<file path="config.mk">
export PLATFORM = sky130hd
export DESIGN_NAME = sopc_top
export DESIGN_NICKNAME = d
export VERILOG_FILES = /design/src/hw/sopc_pkg.sv /design/src/hw/sopc_lpo_sync.sv /design/src/hw/sopc_top.sv
export SDC_FILE = /design/constraint.sdc
export NUM_CORES = 1
export LEC_CHECK = 0
export ABC_AREA = 1
export BUFFER_PORTS_ARGS = -buffer_cell sky130_fd_sc_hd__buf_2
export CAP_MARGIN = 20
export CORE_AREA = 3 3 108 110
export DETAILED_ROUTE_END_ITERATION = 8
export DIE_AREA = 0 0 111 113
export GPL_ROUTABILITY_DRIVEN = 0
export PLACE_DENSITY = 0.63
export SLEW_MARGIN = 20
export SYNTH_ARGS = -nofsm -noshare
export SYNTH_HDL_FRONTEND = slang
export SYNTH_SLANG_ARGS = --single-unit
</file>
<file path="constraint.sdc">
create_clock -name mclk -period 3.8 [get_ports mclk]
set_input_delay 0.76 -clock mclk [delete_from_list [all_inputs] [get_ports mclk]]
set_output_delay 0.76 -clock mclk [all_outputs]
set_load 0.03 [all_outputs]
</file>
<file path="src/hw/sopc_pkg.sv">
// Purpose: Shared constants and carriers of the system option control block
// Assumes: One bus clock; register indices are local to this block
// Notes:   Every offset, bit position, reset value and count is named here
`default_nettype none

package sopc_pkg;

  // ----------------------------------------------------------------
  // Register indices
  // ----------------------------------------------------------------
  localparam logic [2:0] SOPC_IDX_FORCE = 3'h0;
  localparam logic [2:0] SOPC_IDX_OPT1  = 3'h1;
  localparam logic [2:0] SOPC_IDX_OPT2  = 3'h2;
  localparam logic [2:0] SOPC_IDX_IDH   = 3'h3;
  localparam logic [2:0] SOPC_IDX_IDL   = 3'h4;
  localparam logic [2:0] SOPC_IDX_RSTS  = 3'h5;

  // ----------------------------------------------------------------
  // Field positions
  // ----------------------------------------------------------------
  localparam int SOPC_FORCE_BIT   = 0;
  localparam int SOPC_OPT1_TO_LSB = 6;
  localparam int SOPC_OPT1_STOP   = 5;
  localparam int SOPC_OPT2_CLK    = 7;
  localparam int SOPC_OPT2_WIN    = 6;
  localparam int SOPC_OPT2_SPI1   = 2;
  localparam int SOPC_OPT2_SPI2   = 1;
  localparam int SOPC_OPT2_CMP    = 0;

  // ----------------------------------------------------------------
  // Reset values
  // ----------------------------------------------------------------
  localparam logic [1:0] SOPC_RST_TIMEOUT = 2'h3;
  localparam logic       SOPC_RST_STOP    = 1'h0;
  localparam logic       SOPC_RST_CLK     = 1'h0;
  localparam logic       SOPC_RST_WIN     = 1'h0;
  localparam logic       SOPC_RST_SPI1    = 1'h0;
  localparam logic       SOPC_RST_SPI2    = 1'h0;
  localparam logic       SOPC_RST_CMP     = 1'h0;

  // Part number; value is arbitrary
  localparam logic [11:0] SOPC_PART_ID    = 12'h5a3;

  // ----------------------------------------------------------------
  // Watchdog service keys and overflow counts
  // ----------------------------------------------------------------
  localparam logic [7:0] SOPC_KEY_FIRST  = 8'h55;
  localparam logic [7:0] SOPC_KEY_SECOND = 8'haa;

  localparam int unsigned SOPC_LPO_OVF1 = 32;
  localparam int unsigned SOPC_LPO_OVF2 = 256;
  localparam int unsigned SOPC_LPO_OVF3 = 1024;
  localparam int unsigned SOPC_BUS_OVF1 = 8192;
  localparam int unsigned SOPC_BUS_OVF2 = 65536;
  localparam int unsigned SOPC_BUS_OVF3 = 262144;

  // ----------------------------------------------------------------
  // Carriers
  // ----------------------------------------------------------------
  typedef struct packed {
    logic       wr;
    logic       rd;
    logic [2:0] addr;
    logic [7:0] data;
  } sopc_req_s;

  typedef struct packed {
    logic [1:0] timeout;
    logic       stop_enable;
    logic       clk_sel;
    logic       window;
    logic       spi1_filt;
    logic       spi2_filt;
    logic       cmp_route;
  } sopc_opt_s;

  typedef struct packed {
    logic wdog;
    logic ilop;
  } sopc_cause_s;

  typedef struct packed {
    logic s1;
    logic s2;
    logic s3;
    logic level;
    logic tick;
  } sopc_sync_s;

endpackage : sopc_pkg

`default_nettype wire

</file>
<file path="src/hw/sopc_lpo_sync.sv">
// Purpose: Bring the low-power oscillator into the bus clock domain
// Assumes: Oscillator far slower than the bus clock
// Notes:   Emits one bus-clock tick per rising oscillator edge
`timescale 1ns/10ps
`default_nettype none

module sopc_lpo_sync
(
  // Clock and reset
  input  wire logic mclk,
  input  wire logic rst,
  // Oscillator pin and tick
  input  wire logic lpo_pin,
  output logic      lpo_tick
);
  import sopc_pkg::*;

  sopc_sync_s st_ff;
  sopc_sync_s nxt_st;

  // ----------------------------------------------------------------
  // Three-stage sampler with agreement filter
  // ----------------------------------------------------------------
  // First stage feeds only the second, so metastability stays contained
  always_comb
  begin
    nxt_st       = st_ff;
    nxt_st.s1    = lpo_pin;
    nxt_st.s2    = st_ff.s1;
    nxt_st.s3    = st_ff.s2;
    nxt_st.tick  = 1'b0;
    if ((st_ff.s2 == st_ff.s3) && (st_ff.s3 != st_ff.level))
    begin
      nxt_st.level = st_ff.s3;
      nxt_st.tick  = st_ff.s3;    // Rising edge only
    end
  end

  // State register
  always_ff @(posedge mclk or posedge rst)
  begin
    // Start as if the pin were high, so an oscillator already high at
    // release is not taken for a fresh rising edge
    if (rst)
      st_ff <= '{s1: 1'b1, s2: 1'b1, s3: 1'b1, level: 1'b1, tick: 1'b0};
    else
      st_ff <= nxt_st;
  end

  assign lpo_tick = st_ff.tick;

endmodule : sopc_lpo_sync

`default_nettype wire

</file>
<file path="src/hw/sopc_top.sv">
// Purpose: System option registers, watchdog and debug forced reset
// Assumes: Reset controller turns rst_req into rst and latches causes
// Notes:   Debug port writes win over user port writes in one cycle
`timescale 1ns/10ps
`default_nettype none

module sopc_top
#(
  parameter int unsigned BUS_OVF1 = sopc_pkg::SOPC_BUS_OVF1,
  parameter int unsigned BUS_OVF2 = sopc_pkg::SOPC_BUS_OVF2,
  parameter int unsigned BUS_OVF3 = sopc_pkg::SOPC_BUS_OVF3
)
(
  // Clock and reset
  input  wire logic                  mclk,
  input  wire logic                  rst,
  // User program register port
  input  wire sopc_pkg::sopc_req_s   cpu_req,
  output logic [7:0]                 cpu_rdata,
  // Background debug register port
  input  wire sopc_pkg::sopc_req_s   bdc_req,
  output logic [7:0]                 bdc_rdata,
  // Low-power oscillator pin
  input  wire logic                  lpo_clk,
  // Core stop request
  input  wire logic                  stop_exec,
  output logic                       stop_grant,
  // Comparator routing
  input  wire logic                  analog_comparator_out,
  output logic                       tpm_ch0_cmp,
  // Option fields to the chip
  output var sopc_pkg::sopc_opt_s    opt_out,
  // Reset request to the reset controller
  output logic                       rst_req,
  output var sopc_pkg::sopc_cause_s  rst_cause
);
  import sopc_pkg::*;

  // ----------------------------------------------------------------
  // State
  // ----------------------------------------------------------------
  typedef struct packed {
    logic [1:0]  timeout;
    logic        stop_en;
    logic        opt1_done;
    logic        clk_sel;
    logic        window;
    logic        opt2_done;
    logic        spi1_filt;
    logic        spi2_filt;
    logic        cmp_route;
    logic [17:0] wdog_cnt;
    logic        armed;
    logic        rst_req;
    sopc_cause_s cause;
    logic [7:0]  cpu_rdata;
    logic [7:0]  bdc_rdata;
    logic        stop_grant;
    logic        tpm_ch0;
  } sopc_state_s;

  sopc_state_s st_ff;
  sopc_state_s nxt_st;
  logic        lpo_tick;
  sopc_req_s   wr_req;
  logic        wr_from_bdc;

  // ----------------------------------------------------------------
  // Helpers
  // ----------------------------------------------------------------
  // Overflow count of the selected timeout
  function automatic logic [18:0] ovf_of(input logic sel,
                                         input logic [1:0] to);
    logic [18:0] n;
    n = 19'h0;
    if (sel)
    begin
      if (to == 2'h1)
        n = 19'(BUS_OVF1);
      else if (to == 2'h2)
        n = 19'(BUS_OVF2);
      else if (to == 2'h3)
        n = 19'(BUS_OVF3);
    end
    else
    begin
      if (to == 2'h1)
        n = 19'(SOPC_LPO_OVF1);
      else if (to == 2'h2)
        n = 19'(SOPC_LPO_OVF2);
      else if (to == 2'h3)
        n = 19'(SOPC_LPO_OVF3);
    end
    return n;
  endfunction : ovf_of

  // Window opens after three quarters of the period
  function automatic logic [18:0] win_of(input logic [18:0] ovf);
    return ovf - (ovf >> 2);
  endfunction : win_of

  // Read value of one register index
  function automatic logic [7:0] read_of(input logic [2:0] a,
                                         input sopc_state_s s);
    logic [7:0] d;
    d = 8'h00;
    if (a == SOPC_IDX_OPT1)
    begin
      d[SOPC_OPT1_TO_LSB +: 2] = s.timeout;
      d[SOPC_OPT1_STOP]        = s.stop_en;
    end
    else if (a == SOPC_IDX_OPT2)
    begin
      d[SOPC_OPT2_CLK]  = s.clk_sel;
      d[SOPC_OPT2_WIN]  = s.window;
      d[SOPC_OPT2_SPI1] = s.spi1_filt;
      d[SOPC_OPT2_SPI2] = s.spi2_filt;
      d[SOPC_OPT2_CMP]  = s.cmp_route;
    end
    else if (a == SOPC_IDX_IDH)
      d = {4'h0, SOPC_PART_ID[11:8]};
    else if (a == SOPC_IDX_IDL)
      d = SOPC_PART_ID[7:0];
    // Force register and unmapped indices read zero
    return d;
  endfunction : read_of

  // ----------------------------------------------------------------
  // Oscillator tick
  // ----------------------------------------------------------------
  sopc_lpo_sync u_lpo_sync
  (
    .mclk     (mclk),
    .rst      (rst),
    .lpo_pin  (lpo_clk),
    .lpo_tick (lpo_tick)
  );

  // ----------------------------------------------------------------
  // Write source selection
  // ----------------------------------------------------------------
  // Debug host wins; the core is halted while it issues commands
  always_comb
  begin
    wr_from_bdc = bdc_req.wr;
    if (bdc_req.wr)
      wr_req = bdc_req;
    else
      wr_req = cpu_req;
  end

  // ----------------------------------------------------------------
  // Next state
  // ----------------------------------------------------------------
  always_comb
  begin
    logic [18:0] ovf;
    logic        wd_on;
    logic        tick;
    ovf            = ovf_of(st_ff.clk_sel, st_ff.timeout);
    wd_on          = (st_ff.timeout != 2'h0);
    tick           = st_ff.clk_sel | lpo_tick;
    nxt_st         = st_ff;
    nxt_st.rst_req = 1'b0;
    nxt_st.cause   = '0;
    nxt_st.stop_grant = 1'b0;

    // Watchdog count and overflow
    if (wd_on && tick)
    begin
      if ({1'b0, st_ff.wdog_cnt} == ovf - 19'h1)
      begin
        nxt_st.wdog_cnt   = 18'h0;
        nxt_st.rst_req    = 1'b1;
        nxt_st.cause.wdog = 1'b1;
      end
      else
        nxt_st.wdog_cnt = st_ff.wdog_cnt + 18'h1;
    end

    // Option register one, first write only
    if (wr_req.wr && wr_req.addr == SOPC_IDX_OPT1 && !st_ff.opt1_done)
    begin
      nxt_st.timeout   = wr_req.data[SOPC_OPT1_TO_LSB +: 2];
      nxt_st.stop_en   = wr_req.data[SOPC_OPT1_STOP];
      nxt_st.opt1_done = 1'b1;
      nxt_st.wdog_cnt  = 18'h0;    // New period starts cleanly
      nxt_st.armed     = 1'b0;
    end

    // Option register two; only clock and window are write once
    if (wr_req.wr && wr_req.addr == SOPC_IDX_OPT2)
    begin
      if (!st_ff.opt2_done)
      begin
        nxt_st.clk_sel   = wr_req.data[SOPC_OPT2_CLK];
        nxt_st.window    = wr_req.data[SOPC_OPT2_WIN];
        nxt_st.opt2_done = 1'b1;
        nxt_st.wdog_cnt  = 18'h0;
        nxt_st.armed     = 1'b0;
      end
      nxt_st.spi1_filt = wr_req.data[SOPC_OPT2_SPI1];
      nxt_st.spi2_filt = wr_req.data[SOPC_OPT2_SPI2];
      nxt_st.cmp_route = wr_req.data[SOPC_OPT2_CMP];
    end

    // Watchdog service through the reset status address
    if (wr_req.wr && wr_req.addr == SOPC_IDX_RSTS && wd_on)
    begin
      if (!st_ff.window)
      begin
        nxt_st.wdog_cnt = 18'h0;
        nxt_st.armed    = 1'b0;
      end
      else if ({1'b0, st_ff.wdog_cnt} < win_of(ovf))
      begin
        nxt_st.rst_req    = 1'b1;
        nxt_st.cause.wdog = 1'b1;
      end
      else if (wr_req.data == SOPC_KEY_FIRST)
        nxt_st.armed = 1'b1;
      else if (wr_req.data == SOPC_KEY_SECOND && st_ff.armed)
      begin
        nxt_st.wdog_cnt = 18'h0;
        nxt_st.armed    = 1'b0;
      end
      else
        nxt_st.armed = 1'b0;
    end

    // STOP instruction: grant or illegal opcode reset
    if (stop_exec)
    begin
      if (st_ff.stop_en)
        nxt_st.stop_grant = 1'b1;
      else
      begin
        nxt_st.rst_req    = 1'b1;
        nxt_st.cause.ilop = 1'b1;
      end
    end

    // Debug forced reset; user writes never reach it
    if (wr_req.wr && wr_from_bdc && wr_req.addr == SOPC_IDX_FORCE &&
        wr_req.data[SOPC_FORCE_BIT])
    begin
      nxt_st.rst_req = 1'b1;
      nxt_st.cause   = '0;
    end

    // Register reads, one cycle latency
    if (cpu_req.rd)
      nxt_st.cpu_rdata = read_of(cpu_req.addr, st_ff);
    if (bdc_req.rd)
      nxt_st.bdc_rdata = read_of(bdc_req.addr, st_ff);

    // Comparator to capture input, gated by the route bit
    nxt_st.tpm_ch0 = st_ff.cmp_route & analog_comparator_out;
  end

  // ----------------------------------------------------------------
  // State register
  // ----------------------------------------------------------------
  // Any reset rearms write once and restarts the watchdog
  always_ff @(posedge mclk or posedge rst)
  begin
    if (rst)
    begin
      st_ff           <= '0;
      st_ff.timeout   <= SOPC_RST_TIMEOUT;
      st_ff.stop_en   <= SOPC_RST_STOP;
      st_ff.clk_sel   <= SOPC_RST_CLK;
      st_ff.window    <= SOPC_RST_WIN;
      st_ff.spi1_filt <= SOPC_RST_SPI1;
      st_ff.spi2_filt <= SOPC_RST_SPI2;
      st_ff.cmp_route <= SOPC_RST_CMP;
    end
    else
      st_ff <= nxt_st;
  end

  // ----------------------------------------------------------------
  // Outputs
  // ----------------------------------------------------------------
  assign cpu_rdata   = st_ff.cpu_rdata;
  assign bdc_rdata   = st_ff.bdc_rdata;
  assign stop_grant  = st_ff.stop_grant;
  assign tpm_ch0_cmp = st_ff.tpm_ch0;
  assign rst_req     = st_ff.rst_req;
  assign rst_cause   = st_ff.cause;

  // Option fields straight from their flip-flops
  assign opt_out.timeout     = st_ff.timeout;
  assign opt_out.stop_enable = st_ff.stop_en;
  assign opt_out.clk_sel     = st_ff.clk_sel;
  assign opt_out.window      = st_ff.window;
  assign opt_out.spi1_filt   = st_ff.spi1_filt;
  assign opt_out.spi2_filt   = st_ff.spi2_filt;
  assign opt_out.cmp_route   = st_ff.cmp_route;

endmodule : sopc_top

`default_nettype wire

</file>
==> impl_metrics.ini, run 1 <==
[route]
routedWlPerCell_um = 13.32
dr.pass1.iters = 4
via_per_inst = 4.899
vias = 3297
wirelength_um = 8963
drt_iter0_markers = 188
drc = 0
antenna_left = 0

[critical_path]
start_kind = flip-flop
crit_end = st_ff[28]
path_class = reg2reg
cp-end-kind = flip-flop
r2r_cells = 18
arrival_ns = 3.59
crit_path_start = opt_out[7]
r2r_end = st_ff[28]
critPathMaxFanout = 18
required_ns = 3.98
ff2ff_setup_slack_ns = 0.39
reg2reg_from = opt_out[7]

[grt]
gr-usage-all-layers_pct = 14.47
grt_pass1_vias = 3251
grt_pass1_wl_um = 15190
grt_max_degree = 40
gr-total-overflow = 0
antenna_found_initial = 0

[logic_synthesis]
synth_edf_count = 0
yosys_warnings = 0
avgSynthCellArea_um2 = 7.568
syn_area_um2 = 3731
seq_area_frac_synth_pct = 34.41
synth_cells = 493
ys_types = 43
ys_ff_latch = 51
synthFlopType = dfrtp_1
ys_async_sr_fraction_pct = 100.0

[clocking]
clk_pin_slew_ns = 0.11
clk_latency_ns = 0.32
h-tree-depth = 2
cts_inserted_buffers = 5
root_buffer = clkbuf_8
cts_tree = done
cts_sinks = 51
clockBufferDepth = 2

[pwr]
peakVddDrop_uv = 220.5
p_leak_nw = 2.045
power.density_nw_per_um2 = 466.5

[floorplanning]
rows = 38
start_util_pct = 34.57
die_y_um = 113
io_pins = 60
fp.dieArea_um2 = 12540
core-area_um2 = 10790
die_w_um = 111

[worst_hold_path]
hold_start = u_lpo_sync.nxt_st[3]
hp-class = reg2reg

[flow_run]
max_cap_violations = 0

[timing]
post-route-period-util_pct = 89.72
fmax_mhz = 293.3
hold_viol_final = 0
post-route-min-period_ns = 3.409
rsz0062_at_grt = no
drv_slew = 0
setup-violations-final = 0
fin_setup_tns_ns = 0
max_slew_margin_pct = 44.70
fin_skew_ns = 0.01429
holdWs_ns = 0.3622
worst_slew_pin_slew_ns = 0.8283

[finish]
fin_nets = 584
layout_commonest_cell = nand2_1
area_growth_pct = 9.960
final_cell_mix = 104 x nand2_1, 64 x inv_1, 55 x buf_2
antenna_cells = 0
layout-drive-gt1-share_pct = 23.26

[placement]
hpwl_um = 7070
portBuffers = 55

[status]
status = completed
-- flip-flops by register name, indices dropped and copies added, names as in the netlist --
signal / cells
bdc_rdata: 6
u_lpo_sync.lpo_tick: 1
rst_cause: 2
opt_out: 8
u_lpo_sync.nxt_st: 2
rst_req: 1
u_lpo_sync.st_ff: 2
stop_grant: 1
cpu_rdata: 6
st_ff: 21
tpm_ch0_cmp: 1
-- worst max-delay path, stage by stage (launching register included) --
cell	delay (ns)
dfstp_2	0.61
inv_2	0.11
nor3_2	0.19
inv_2	0.11
ha_1	0.21
nor2_1	0.17
inv_1	0.10
a21oi_1	0.15
a31oi_1	0.11
xor2_1	0.16
ha_1	0.30
nand3_1	0.09
or2_2	0.30
nor2_1	0.10
nand2_1	0.07
nand2_1	0.08
nand2_1	0.14
nand2_8	0.19
a21oi_1	0.09
-- Yosys cell counts (2+ instances only) --
| library cell | instances | area share [%] |
|---|---|---|
| o211ai_1 | 3 | 0.60 |
| nor2_2 | 5 | 0.84 |
| dfrtp_1 | 45 | 30 |
| xor2_1 | 5 | 1.2 |
| nor2_1 | 38 | 3.8 |
| nand2_2 | 3 | 0.50 |
| buf_4 | 27 | 5.4 |
| nand3_1 | 27 | 3.6 |
| nor3_1 | 13 | 1.7 |
| nor4_1 | 4 | 0.67 |
| inv_1 | 66 | 6.6 |
| o21ai_1 | 3 | 0.40 |
| nand4_1 | 12 | 2.0 |
| nor2_4 | 2 | 0.60 |
| a21oi_2 | 10 | 2.3 |
| or2_2 | 4 | 0.67 |
| a31oi_1 | 5 | 0.84 |
| nand3_2 | 14 | 3.8 |
| mux2i_1 | 2 | 0.54 |
| ha_1 | 21 | 7.0 |
| o221ai_1 | 2 | 0.47 |
| a21oi_1 | 19 | 2.5 |
| inv_2 | 4 | 0.40 |
| nand2_1 | 104 | 10 |
| o22ai_1 | 2 | 0.34 |
| dfstp_2 | 6 | 4.2 |
| clkbuf_1 | 2 | 0.20 |
| o21ai_0 | 30 | 4.0 |
-- worst min path at each step --
stage / depth (start not counted) / end / slack [ns]
finish: 0 / u_lpo_sync.nxt_st[2] / 0.36
global route: 0 / u_lpo_sync.nxt_st[2] / 0.37
CTS: 0 / u_lpo_sync.nxt_st[2] / 0.37
detailed placement: 0 / u_lpo_sync.nxt_st[2] / 0.35
global placement: 0 / u_lpo_sync.nxt_st[2] / 0.35
floorplan: 0 / u_lpo_sync.nxt_st[2] / 0.35
-- report_power, final --
part / switching [mW] / internal [mW] / total, mW
combinational: 0.548 / 0.304 / 0.852
clock: 0.198 / 0.133 / 0.331
sequential: 0.0880 / 0.642 / 0.730
-- metrics by stage --
stage,cells,util (%),power [mW],setup slack [ns],instance area (um^2)
CTS,669,37.61,1.900,0.1807,4059
finish,673,38.01,1.914,0.3905,4103
floorplan,496,-,1.406,0.5860,3742
detailed placement,661,36.75,1.560,0.2326,3966
global route,673,38.01,2.071,0.01302,4103
global placement,661,36.75,1.534,0.3506,3966
-- area by class of cell --
cell class / count / area, um^2
flip-flops and latches: 51 / 1284
clock buffers: 5 / 68.82
clock inverters: 3 / 23.77
well taps: 140 / 175.2
fillers: 1120 / 6690
inverters: 71 / 266.5
repair buffers: 61 / 320.3
multi-input cells: 342 / 1964
-- kinds of logic (layout without fill, tap and decap cells) --
kind of cell / after synthesis / after routing / share of synthesized area [%]
and+or+nand+nor: 230 / 230 / 30.18
muxes: 3 / 3 / 0.8384
xor gates and xnor gates: 5 / 5 / 1.174
adders and majority gates: 21 / 21 / 7.042
DFF: 51 / 51 / 34.41
buffers and inverters: 103 / 140 / 13.61
other: 1 / 4 / 0.1005
AOI/OAI and AO/OA: 79 / 79 / 12.64
-- timing repair --
action | in CTS | in global routing
buffers inserted | 0 | 4
hold endpoints to repair | 0 | 0
endpoints found under the setup margin | 0 | 19
hold buffers | 0 | 0
gates resized for setup | 0 | 3
-- routing by layer --
layer	global-route usage, %	share of wire (%)
met1	19.67	47
met2	24.15	47
met3	2.620	4.5
met4	3.284	0.94
met5	0	0
No activity file was read; power rests on OpenSTA's default activity.
==> run 2, diff against run 1 <==
Settings changed: RECOVER_POWER from default to 50.
==> impl_metrics.ini, run 2 (synthesis results as in run 1) <==
[status]
status = finished with violations
violations = max-capacitance violations

[floorplanning]
die_w_um = 111
start_util_pct = 34.57
die_y_um = 113
io_pins = 60
core-area_um2 = 10790
rows = 38
fp.dieArea_um2 = 12540

[clocking]
cts_sinks = 51
clk_latency_ns = 0.32
hold_buffers = 0
clockBufferDepth = 2
clk_pin_slew_ns = 0.11
h-tree-depth = 2
cts_tree = done
cts_inserted_buffers = 5
root_buffer = clkbuf_8

[pwr]
switching_share_pct = 43.61
p_leak_nw = 2.034
power.share.combinational_pct = 44.5
p_switching_mw = 0.8338
p_int_mw = 1.078
p_seq_share_pct = 38.1
peakVddDrop_uv = 220.2
clock_power_share_pct = 17.4
power.density_nw_per_um2 = 466.9

[timing]
worst_slew_pin_slew_ns = 1.487
fin_skew_ns = 0.01491
fin_setup_tns_ns = 0
post-route-period-util_pct = 89.63
drv_slew = 0
worst_slack_ns = 0.3942
max_slew_margin_pct = 0.7580
post-route-min-period_ns = 3.406
rsz0062_at_grt = no
fmax_mhz = 293.6
setup-violations-final = 0
hold_viol_final = 0

[critical_path]
crit_family = simple AND/OR/NAND/NOR gates
arrival_ns = 3.59
slowest_delay_ns = 0.61
critPathMaxFanout = 18
worstPathCellList = inv_2, nor3_2, inv_2, ha_1, nor2_1, inv_1, a21oi_1, a31oi_1, xor2_1, ha_1, nand3_1, or2_2, nor2_1, nand2_1, nand2_1, nand2_1, nand2_8, a21oi_1
required_ns = 3.98
path_common_cell = nand2_1
reg2reg_from = opt_out[7]
critPathSlowestCell = dfstp_2
path_class = reg2reg
crit_path_start = opt_out[7]
path_buf_inv = 3
cp-end-kind = flip-flop
start_kind = flip-flop

[grt]
grt_max_degree = 40
gr-usage-all-layers_pct = 14.47
grt_pass1_wl_um = 15190
gr-total-overflow = 0
antenna_found_initial = 0
grt_pass1_vias = 3251

[route]
wirelength_um = 8983
via_per_inst = 4.908
routedWlPerCell_um = 13.35
dr.pass1.iters = 5
antenna_left = 0
drc = 0
drt_iter0_markers = 183
vias = 3303

[placement]
dp_slack_ns = 0.2326
dpl_cell_area_um2 = 3966
portBuffers = 55
hpwl_um = 7070

[finish]
fillers = 1119
fin_nets = 584
antenna_cells = 0
largest_reg_flops = 21
layout_commonest_cell = nand2_1
postLayoutCellArea_um2 = 4095
layout-drive-gt1-share_pct = 22.14
area_growth_pct = 9.759
final_cell_mix = 104 x nand2_1, 65 x inv_1, 52 x buf_2
regMostFlops = st_ff

[flow_run]
max_cap_violations = 1

[worst_hold_path]
hp-class = reg2reg
hold_start = u_lpo_sync.nxt_st[3]
[run 2: cell types whose count changed in the layout (fill, tap and decap cells not counted), sizes merged]
cell / change
clkbuf: +4
buf: -4
[run 2: power groups by stage]
| stage | clock (mW) | combinational [mW] | sequential [mW] |
|---|---|---|---|
| 5_1_grt | 0.365 | 0.961 | 0.743 |
| 2_1_floorplan | 0 | 0.681 | 0.725 |
| 6_report | 0.332 | 0.851 | 0.729 |
| 3_5_place_dp | 0 | 0.804 | 0.756 |
| 3_3_place_gp | 0 | 0.784 | 0.749 |
| 4_1_cts | 0.346 | 0.808 | 0.746 |
[run 2: worst reg2reg max path: cells and delay by family (launching register included)]
family,cells,cell delay [ns]
AND/OR/NAND/NOR,9,1.33
flip-flops,1,0.61
adder cells (fa/ha/maj),2,0.51
AO/OA/AOI/OAI,3,0.34
buffers and inverters,3,0.32
XOR/XNOR,1,0.16
[run 2: final timing paths]
kind | endpoint | slack, ns | cells after the start
min in group asynchronous | st_ff[25] | 0.87 | 2
max | st_ff[28] | 0.39 | 18
min | u_lpo_sync.nxt_st[2] | 0.37 | 0
max in group asynchronous | opt_out[0] | 1.60 | 3
min reg2reg | u_lpo_sync.nxt_st[2] | 0.37 | 0
max reg2reg | st_ff[28] | 0.39 | 18
[run 2: layer usage]
metal | vias to the layer above | part of all wire (%) | GRT usage [%]
li1 | 1674 | - | -
met1 | 1560 | 46 | 19.67
met2 | 61 | 47 | 24.15
met3 | 8 | 5.8 | 2.620
met4 | 0 | 0.94 | 3.284
met5 | - | 0 | 0
[run 2: cell type report]
cell class                      instances  area, um^2  share of cell area, %
Tap cell                              140       175.2                  4.277
Inverter                               71       266.5                  6.508
Multi-Input combinational cell        342        1964                  47.97
Clock inverter                          3       23.77                 0.5805
Sequential cell                        51        1284                  31.35
Clock buffer                            5       68.82                  1.680
Timing Repair Buffer                   61       312.8                  7.638
[run 2: per-stage QoR]
step	util (%)	total power [mW]	cells	hold slack (ns)
global route	37.94	2.069	673	0.3743
floorplan	-	1.406	496	0.3452
detailed placement	36.75	1.560	661	0.3481
global placement	36.75	1.534	661	0.3509
finish	37.94	1.912	673	0.3701
CTS	37.61	1.900	669	0.3657
[run 2: what timing repair did]
item	in CTS	in global routing
setup endpoints to repair	0	19
setup buffers	0	4
resized for setup	0	3
